$ cat src/shared/plms_map.svh
// constants for the packed lane datapath
`ifndef PLMS_MAP_SVH
`define PLMS_MAP_SVH

`define PLMS_MAIN_OPC_LSB   28
`define PLMS_MAIN_OPC_W     3
`define PLMS_MAIN_OPC_PACKH 3'h0
`define PLMS_RRR_EXT_LSB    18
`define PLMS_RRR_EXT_W      9
`define PLMS_RRR_EXT_PACKH  9'h066
`define PLMS_SAT_U8_MAX     8'hff
`define PLMS_SAT_S16_MAX    16'h7fff
`define PLMS_SAT_S16_MIN    16'h8000

`endif

$ cat src/shared/plms_pkg.sv
// types for the packed lane datapath
package plms_pkg;

    typedef enum logic [4:0] {
        PLMS_OP_NONE,
        PLMS_OP_MNZB,
        PLMS_OP_MNZH,
        PLMS_OP_MZB,
        PLMS_OP_MZH,
        PLMS_OP_PACK_BSU,
        PLMS_OP_PACK_HB,
        PLMS_OP_PACK_HS,
        PLMS_OP_PACK_LB,
        PLMS_OP_SADA_BU,
        PLMS_OP_SADA_H,
        PLMS_OP_SADA_HU,
        PLMS_OP_SAD_BU,
        PLMS_OP_SAD_H,
        PLMS_OP_SAD_HU,
        PLMS_OP_SEQ_B,
        PLMS_OP_SEQ_H
    } plms_op_t;

endpackage

$ cat src/design/plms_lane_unit.sv
// packed lane mask, pack, difference-sum and equality unit
`timescale 1ns/10ps
`include "plms_map.svh"

// Notes on behaviour
// - mask-on-nonzero half: b half where the a half is nonzero, else zero.
// - mask-on-zero byte: b byte where the a byte is zero, else zero.
// - mask-on-zero half: b half where the a half is zero, else zero.
// - byte pack clamps each signed half to 0..255, a halves above b halves.
// - high-byte pack takes upper bytes of a-high, a-low, b-high, b-low.
// - signed half pack clamps each source to 16 bits, a on top, b below.
// - first slot, opcode 0x0 and extension 0x66 decode the signed half pack.
// - low-byte pack takes lower bytes of a-high, a-low, b-high, b-low.
// - accumulating byte sum adds four unsigned byte differences to the dest.
// - accumulating signed half sum adds sign-extended differences to dest.
// - accumulating unsigned half sum adds unsigned differences to dest.
// - plain byte sum gives only the four unsigned byte differences.
// - plain signed half sum gives only the sign-extended differences.
// - plain unsigned half sum gives only the unsigned differences.
// - byte equality writes one per equal byte pair and zero otherwise.
// - half-word equality writes one per equal half pair and zero otherwise.
module plms_lane_unit
    import plms_pkg::*;
(
    // clock and reset
    input  wire logic        ref_clk,
    input  wire logic        nrst,
    // issue side
    input  wire logic        issue_valid,
    input  wire plms_op_t    issue_op,
    input  wire logic        issue_decode,
    input  wire logic        first_execution_slot,
    input  wire logic [31:0] issue_insn,
    input  wire logic [31:0] src_a,
    input  wire logic [31:0] src_b,
    input  wire logic [31:0] dest_prior,
    // result side
    output logic             result_valid,
    output logic      [31:0] result
);
    logic        valid_d;
    logic        valid_q;
    logic [31:0] result_d;
    logic [31:0] result_q;
    plms_op_t    op;
    logic [`PLMS_MAIN_OPC_W-1:0] main_opcode_field;
    logic [`PLMS_RRR_EXT_W-1:0]  three_register_extension_field;
    logic        half_signed;
    logic [31:0] h_mnz;
    logic [31:0] h_mz;
    logic [31:0] h_eq;
    logic [33:0] h_abs;
    logic [31:0] b_mz;
    logic [31:0] b_mnz;
    logic [31:0] b_eq;
    logic [35:0] b_abs;
    logic [31:0] b_sat;
    logic [31:0] sad_b;
    logic [31:0] sad_h;
    logic [15:0] sat_a;
    logic [15:0] sat_b;
    logic        opc_match;
    logic        ext_match;
    logic [31:0] seq_h;
    logic [9:0]  sad_b_lo;
    logic [9:0]  sad_b_hi;
    logic [31:0] pack_hb;
    logic [31:0] pack_lb;
    logic [31:0] pack_hs;

    // ------------------------------------------------------------
    // decode
    // ------------------------------------------------------------
    always_comb begin
        main_opcode_field = issue_insn[`PLMS_MAIN_OPC_LSB +: `PLMS_MAIN_OPC_W];
        three_register_extension_field =
            issue_insn[`PLMS_RRR_EXT_LSB +: `PLMS_RRR_EXT_W];
        opc_match = (main_opcode_field == `PLMS_MAIN_OPC_PACKH);
        ext_match = (three_register_extension_field == `PLMS_RRR_EXT_PACKH);
        op = issue_op;
        if (issue_decode) begin
            // only one encoding is known; any other word issues nothing
            op = PLMS_OP_NONE;
            if (first_execution_slot && opc_match && ext_match) begin
                op = PLMS_OP_PACK_HS;
            end
        end
        half_signed = (op == PLMS_OP_SADA_H) || (op == PLMS_OP_SAD_H);
    end

    // ------------------------------------------------------------
    // lanes
    // ------------------------------------------------------------
    // half lanes take the sign mode from the op, bytes are always unsigned
    genvar gi;
    generate
        for (gi = 0; gi < 2; gi++) begin : g_half
            plms_half_lane u_half (
                .a        (src_a[gi*16 +: 16]),
                .b        (src_b[gi*16 +: 16]),
                .is_signed(half_signed),
                .mask_nz  (h_mnz[gi*16 +: 16]),
                .mask_z   (h_mz[gi*16 +: 16]),
                .eq_one   (h_eq[gi*16 +: 16]),
                .abs_diff (h_abs[gi*17 +: 17])
            );
        end
        for (gi = 0; gi < 4; gi++) begin : g_byte
            logic [7:0] ba;
            logic [7:0] bb;
            logic [15:0] hw;
            logic        hw_neg;
            logic        hw_over;
            assign ba = src_a[gi*8 +: 8];
            assign bb = src_b[gi*8 +: 8];
            // per-lane work, no cross-lane carry
            assign b_mz[gi*8 +: 8]  = (ba == 8'h00) ? bb : 8'h00;
            assign b_mnz[gi*8 +: 8] = (ba != 8'h00) ? bb : 8'h00;
            assign b_eq[gi*8 +: 8]  = (ba == bb) ? 8'h01 : 8'h00;
            // nine-bit terms keep every byte difference whole
            assign b_abs[gi*9 +: 9] = (ba >= bb) ? {1'b0, ba - bb}
                                                 : {1'b0, bb - ba};
            // bytes 3..0 = sat a-high, a-low, b-high, b-low
            assign hw = (gi >= 2) ? src_a[(gi%2)*16 +: 16]
                                  : src_b[(gi%2)*16 +: 16];
            assign hw_neg  = hw[15];
            assign hw_over = (hw[15:8] != 8'h00);
            // negative halves clamp to zero, wide ones to the byte maximum
            assign b_sat[gi*8 +: 8] = hw_neg  ? 8'h00
                                    : hw_over ? `PLMS_SAT_U8_MAX
                                    : hw[7:0];
        end
    endgenerate

    // ------------------------------------------------------------
    // sums and signed clamp
    // ------------------------------------------------------------
    function automatic logic [15:0] sat16(input logic [31:0] v);
        logic pos_over;
        logic neg_over;
        pos_over = !v[31] && (v[31:15] != 17'h0_0000);
        neg_over = v[31] && (v[31:15] != 17'h1_ffff);
        if (pos_over) begin
            sat16 = `PLMS_SAT_S16_MAX;
        end else if (neg_over) begin
            sat16 = `PLMS_SAT_S16_MIN;
        end else begin
            sat16 = v[15:0];
        end
    endfunction

    always_comb begin
        sad_b_lo = 10'(b_abs[8:0]) + 10'(b_abs[17:9]);
        sad_b_hi = 10'(b_abs[26:18]) + 10'(b_abs[35:27]);
        sad_b    = 32'(sad_b_lo) + 32'(sad_b_hi);
        sad_h    = 32'(h_abs[16:0]) + 32'(h_abs[33:17]);
        sat_a    = sat16(src_a);
        sat_b    = sat16(src_b);
    end

    // ------------------------------------------------------------
    // byte and half-word packs
    // ------------------------------------------------------------
    // bytes 3..0 come from a-high, a-low, b-high, b-low
    always_comb begin
        pack_hb = {src_a[31:24], src_a[15:8], src_b[31:24], src_b[15:8]};
        pack_lb = {src_a[23:16], src_a[7:0], src_b[23:16], src_b[7:0]};
        pack_hs = {sat_a, sat_b};
    end

    // ------------------------------------------------------------
    // result select
    // ------------------------------------------------------------
    always_comb begin
        valid_d  = issue_valid && (op != PLMS_OP_NONE);
        result_d = 32'h0000_0000;
        case (op)
            PLMS_OP_MNZB:     result_d = b_mnz;
            PLMS_OP_MNZH:     result_d = h_mnz;
            PLMS_OP_MZB:      result_d = b_mz;
            PLMS_OP_MZH:      result_d = h_mz;
            PLMS_OP_PACK_BSU: result_d = b_sat;
            PLMS_OP_PACK_HB:  result_d = pack_hb;
            PLMS_OP_PACK_HS:  result_d = pack_hs;
            PLMS_OP_PACK_LB:  result_d = pack_lb;
            PLMS_OP_SADA_BU:  result_d = dest_prior + sad_b;
            PLMS_OP_SADA_H:   result_d = dest_prior + sad_h;
            PLMS_OP_SADA_HU:  result_d = dest_prior + sad_h;
            PLMS_OP_SAD_BU:   result_d = sad_b;
            PLMS_OP_SAD_H:    result_d = sad_h;
            PLMS_OP_SAD_HU:   result_d = sad_h;
            PLMS_OP_SEQ_B:    result_d = b_eq;
            PLMS_OP_SEQ_H:    result_d = seq_h;
            default:          result_d = 32'h0000_0000;
        endcase
        // an op that is not taken leaves the last result standing
        if (!valid_d)
            result_d = result_q;
    end

    // ------------------------------------------------------------
    // result register
    // ------------------------------------------------------------
    always_ff @(posedge ref_clk or negedge nrst) begin
        if (!nrst) begin
            valid_q  <= 1'b0;
            result_q <= 32'h0000_0000;
        end else begin
            valid_q  <= valid_d;
            result_q <= result_d;
        end
    end

    // ------------------------------------------------------------
    // half-word equality
    // ------------------------------------------------------------
    assign seq_h = h_eq;

    assign result_valid = valid_q;
    assign result       = result_q;
endmodule

$ cat src/design/plms_half_lane.sv
// one 16-bit lane: mask, equality and absolute difference
`timescale 1ns/10ps
module plms_half_lane (
    // operand lanes
    input  wire logic [15:0] a,
    input  wire logic [15:0] b,
    input  wire logic        is_signed,
    // lane results
    output logic      [15:0] mask_nz,
    output logic      [15:0] mask_z,
    output logic      [15:0] eq_one,
    output logic      [16:0] abs_diff
);
    logic signed [17:0] ext_a;
    logic signed [17:0] ext_b;
    logic signed [17:0] diff;

    always_comb begin
        mask_nz  = (a != 16'h0000) ? b : 16'h0000;
        mask_z   = (a == 16'h0000) ? b : 16'h0000;
        eq_one   = (a == b) ? 16'h0001 : 16'h0000;
        ext_a    = is_signed ? {{2{a[15]}}, a} : {2'b00, a};
        ext_b    = is_signed ? {{2{b[15]}}, b} : {2'b00, b};
        diff     = ext_a - ext_b;
        abs_diff = diff[17] ? 17'(-diff) : diff[16:0];
    end
endmodule

$ cat config.mk
export PLATFORM = sky130hd
export DESIGN_NAME = plms_lane_unit
export DESIGN_NICKNAME = d
export VERILOG_FILES = /design/src/shared/plms_pkg.sv /design/src/design/plms_lane_unit.sv /design/src/design/plms_half_lane.sv
export VERILOG_INCLUDE_DIRS = /design/src /design/src/shared
export SDC_FILE = /design/constraint.sdc
export NUM_CORES = 1
export LEC_CHECK = 0
export ABC_AREA = 1
export BUFFER_PORTS_ARGS = -buffer_cell sky130_fd_sc_hd__buf_2
export CORE_MARGIN = 2
export CORE_UTILIZATION = 60
export CTS_CLUSTER_DIAMETER = 30
export CTS_CLUSTER_SIZE = 20
export DETAILED_ROUTE_END_ITERATION = 12
export MAX_ROUTING_LAYER = met4
export PLACE_DENSITY = 0.83
export SLEW_MARGIN = 20
export SYNTH_ARGS = -nofsm -noshare
export SYNTH_HDL_FRONTEND = slang
export SYNTH_SLANG_ARGS = --single-unit
$ cat constraint.sdc
create_clock -name ref_clk -period 1.9 [get_ports ref_clk]
set_clock_uncertainty 0.15 [all_clocks]
set_input_delay 0.475 -clock ref_clk [delete_from_list [all_inputs] [get_ports ref_clk]]
set_output_delay 0.475 -clock ref_clk [all_outputs]
set_load 0.02 [all_outputs]
==> results of run 1 <==
[logic make-up after synthesis]
group | count (synthesis) | synth area share (%)
simple gates | 1387 | 47.7
buf+inv | 385 | 12.4
compound gates | 285 | 12.6
fa+ha+maj | 136 | 15.4
xor+xnor | 64 | 4.77
flops | 33 | 6.71
mux | 4 | 0.356
[per-stage QoR]
stage | instance area (sq um) | cells | util (%) | hold WS [ns] | TNS, ns
3_5_place_dp | 18400 | 3302 | 91.3 | 0.315 | -142.32
3_3_place_gp | 18400 | 3302 | 91.3 | 0.312 | -128.03
2_1_floorplan | 12700 | 2294 | - | 0.0294 | -105.22
[cell usage after synthesis, types with 14 or more instances]
cell type / instances / area share (%)
a21oi_1: 145 / 5.9
buf_2: 32 / 1.3
dfrtp_1: 33 / 6.7
fa_1: 26 / 4.2
ha_1: 110 / 11
inv_1: 326 / 9.9
nand2_1: 756 / 23
nand3_1: 234 / 9.5
nand4_1: 55 / 2.8
nor2_1: 251 / 7.7
nor3_1: 38 / 1.5
o21ai_0: 76 / 3.1
o21ai_1: 14 / 0.57
xnor2_1: 14 / 1.0
xor2_1: 48 / 3.4
==> impl_metrics.tcl, run 1 <==
set metrics [dict create \
    status "aborted with a tool error" \
    haltStage "clock tree synthesis" \
    stop_error "[ERROR DPL-0033] detailed placement checks failed during check placement." \
    synth_nets 2568 \
    postSynthAreaPerCell_sq_um 5.37 \
    dieWidth_microns 147 \
    cts_buffers 5 \
    yosys_warnings 0 \
    clock-sinks 33 \
    synth.cell_area_sq_um 12300 \
    ios 171 \
    ctsResizeCount 321 \
    ys.flop_type "dfrtp_1" \
    ys_seq_elements 33 \
    port_buffers 150 \
    ctsRootBufferMaster "clkbuf_16" \
    synth_edf_count 0 \
    dpl_worst_slack_ns -4.75 \
    synthCells 2294 \
    die_y_microns 147 \
    initial_core_util_pct 61.0 \
    yosys.cell_types.count 53 \
    cts_buffer_depth 2 \
    htreeDepth 2 \
    ys_async_sr_fraction_pct 100 \
    place.gp.congestion 1.35 \
    postCtsSetupRepairBufs 31 \
    cts_hold_buf 0 \
    seq_area_frac_synth_pct 6.71 \
    rows 52 \
    hpwl_microns 60200 \
]
==> run 2, diff against run 1 <==
--- a/config.mk
+++ b/config.mk
@@ -9,12 +9,9 @@
 export ABC_AREA = 1
 export BUFFER_PORTS_ARGS = -buffer_cell sky130_fd_sc_hd__buf_2
 export CORE_MARGIN = 2
-export CORE_UTILIZATION = 60
-export CTS_CLUSTER_DIAMETER = 30
-export CTS_CLUSTER_SIZE = 20
+export CORE_UTILIZATION = 40
 export DETAILED_ROUTE_END_ITERATION = 12
-export MAX_ROUTING_LAYER = met4
-export PLACE_DENSITY = 0.83
+export PLACE_DENSITY_LB_ADDON = 0.15
 export SLEW_MARGIN = 20
 export SYNTH_ARGS = -nofsm -noshare
 export SYNTH_HDL_FRONTEND = slang
==> run 2 against run 1 <==
  * The flow now finishes, with violations (setup timing)
  * Synthesized cell count stayed put
  * Synthesized area unchanged
==> impl_metrics.tcl, run 2 <==
set metrics [dict create \
    drive_above_1_share_pct 41.5 \
    yosys.cell_types.count 53 \
    die_area_sq_um 32200 \
    placed_area_sq_um 19000 \
    rows 64 \
    slew_viol_final 0 \
    place.gp.congestion 1.06 \
    ys_seq_elements 33 \
    htreeDepth 2 \
    period_share_pct 312 \
    p_sw_mw 18.5 \
    insertion_delay_ns 0.28 \
    cp.arrival_ns 5.95 \
    cts_hold_buf 0 \
    postSynthAreaPerCell_sq_um 5.37 \
    failed_checks "setup timing" \
    critPathKind "input pin to flip-flop" \
    path_max_fanout 4 \
    synth.cell_area_sq_um 12300 \
    synth_edf_count 0 \
    ir_drop_mv 3.20 \
    holdWs_ns 0.0832 \
    max_stage_delay_ns 0.49 \
    synth_top_family_by_area "simple AND/OR/NAND/NOR gates" \
    switching_share_pct 49.2 \
    initial_core_util_pct 40.4 \
    clock-sinks 33 \
    first_iter_violations 2036 \
    fmax_mhz 169 \
    cap_viol_max_count 0 \
    synthTopCellsByArea "nand2_1, ha_1, inv_1" \
    fin_crit_ns 5.93 \
    cp_slowest_cell "fa_1" \
    syn_to_final_growth_pct 73.6 \
    ys_async_sr_fraction_pct 100 \
    yosysMostFrequentCell "nand2_1" \
    antenna_cells 0 \
    status "complete, but fails checks" \
    dieWidth_microns 179 \
    grt_max_degree 34 \
    synthMuxAreaShare_pct 0.356 \
    ctsRootBufferMaster "clkbuf_16" \
    seq_area_frac_synth_pct 6.71 \
    ant_nets 0 \
    synth_area_leader_cell "nand2_1" \
    internal_power_mw 19.1 \
    port_buffers 150 \
    grt-ovfl-total 0 \
    p_seq_share_pct 2.4 \
    vias 19200 \
    dpl_worst_slack_ns -4.77 \
    drc 0 \
    fin_nets 3418 \
    final_hold_viol_count 0 \
    cts_buffer_depth 2 \
    reg2reg_from "result[15]$_DFFE_PN0P_" \
    synth_compound_area_share_pct 12.6 \
    relSlewSlack_pct 62.3 \
    cellLeakagePower_nw 11.8 \
    hold_path_class "input pin to asynchronous set/reset pin" \
    cts_tree "done" \
    die_y_microns 179 \
    final_area_sq_um 21400 \
    synthCells 2294 \
    hpwl_microns 57000 \
    clkTransAtPathRegs_ns 0.06 \
    final_common_cell "buf_4" \
    grt_antenna_before_repair 0 \
    combPwrFrac_pct 94.7 \
    firstDrtPassIters 6 \
    via_per_inst 5.41 \
    ys.flop_type "dfrtp_1" \
    final_cell_mix "buf_4, nand2_1, inv_1, nor2_1, nand3_1" \
    track_usage_pct 39.8 \
    coreArea_sq_um 30400 \
    synth_nets 2568 \
    power_density_nw_per_um2 1760 \
    yosys.area_share.simple_pct 47.7 \
    critPathLaunchType "input pin" \
    grt_pass1_wl_microns 101000 \
    pwr-share-clk_pct 2.9 \
    crit_start "src_a[8]" \
    end_kind "flip-flop" \
    worstPathRequired_ns 1.92 \
    layout_setup_ws_ns -4.03 \
    yosys.area.top_type_share_pct 23.1 \
    setup_viol 32 \
    wirelength_microns 68500 \
    cts_buffers 5 \
    rsz0062_at_grt "yes" \
    wl_per_cell_microns 19.3 \
    tightest_slew_ns 0.563 \
    ios 171 \
    synthXorXnorAreaFrac_pct 4.77 \
    synth_fa_ha_area_share_pct 15.4 \
    rrSetupSlack_ns 1.02 \
    yosys-top-cells-count "nand2_1, inv_1, nor2_1, nand3_1, a21oi_1" \
    yosys_warnings 0 \
    total_power_mw 37.6 \
    largest_reg_flops 32 \
    fillCellCount 2693 \
    grt_pass1_vias 18100 \
]
[run 2: repair_timing]
| action | 4_1_cts | 5_1_grt |
|---|---|---|
| cloned | 0 | 1 |
| pin swaps | 131 | 140 |
| resized for setup | 224 | 218 |
| setup buffers | 31 | 22 |
| endpoints found under the setup margin | 32 | 33 |
[run 2: layout make-up]
type | instances | area [sq um] | area share [%]
clock buffer | 5 | 125 | 0.585
tap | 396 | 495 | 2.32
sequential | 33 | 826 | 3.86
timing repair buffer | 891 | 6650 | 31.1
multi-input combinational | 1876 | 11900 | 55.7
clock inverter | 3 | 65.1 | 0.304
inverter | 337 | 1300 | 6.08
[run 2: worst max-delay path: cells and delay by family]
| kind | cells | cell delay [ns] |
|---|---|---|
| adders and majority gates | 7 | 2.39 |
| and+or+nand+nor | 13 | 1.29 |
| buffers and inverters | 7 | 0.53 |
| AOI/OAI and AO/OA | 4 | 0.51 |
| xor gates and xnor gates | 2 | 0.42 |
| muxes | 1 | 0.30 |
[run 2: final timing paths]
kind	end	cells after the start
setup reg to reg	result[15]$_DFFE_PN0P_	2
hold reg to reg	result[28]$_DFFE_PN0P_	2
min in group ref_clk	result[28]$_DFFE_PN0P_	2
setup / recovery	result[8]$_DFFE_PN0P_	34
max in group asynchronous	result[10]$_DFFE_PN0P_	2
hold / removal	result[24]$_DFFE_PN0P_	2
[run 2: kinds of logic (layout without fill, tap and decap cells)]
family                     after synthesis  after routing
buffers and inverters                  385           1236
DFF                                     33             33
and+or+nand+nor                       1387           1387
muxes                                    4              4
adders and majority gates              136            136
AOI/OAI and AO/OA                      285            285
xor gates and xnor gates                64             64
[run 2: routing by layer]
layer | track usage (%) | wire length [microns] | up-vias | part of all wire [%]
met5 | 0 | 0 | - | 0
met4 | 13.7 | 2850 | 0 | 4.2
met3 | 5.11 | 5900 | 175 | 8.6
met2 | 64.8 | 30800 | 1016 | 45
met1 | 54.3 | 28900 | 8903 | 42
li1 | - | - | 9065 | -
[run 2: power by group through the flow]
stage               clock, mW  combinational [mW]  sequential (mW)
CTS                      1.08                30.6            0.891
floorplan                   0                12.2             1.02
global placement            0                24.1            0.899
detailed placement          0                23.9            0.899
finish                   1.08                35.7            0.896
global route             1.12                37.5            0.908
[run 2: stage by stage]
stage | util (%) | cells | setup TNS (ns)
floorplan | - | 2294 | -105.22
finish | 70.2 | 3541 | -121.27
global placement | 62.5 | 3486 | -136.36
CTS | 66.7 | 3520 | -118.47
global route | 70.2 | 3541 | -128.33
detailed placement | 62.5 | 3486 | -139.96
Note: power is estimated with default switching activity, not from simulation.
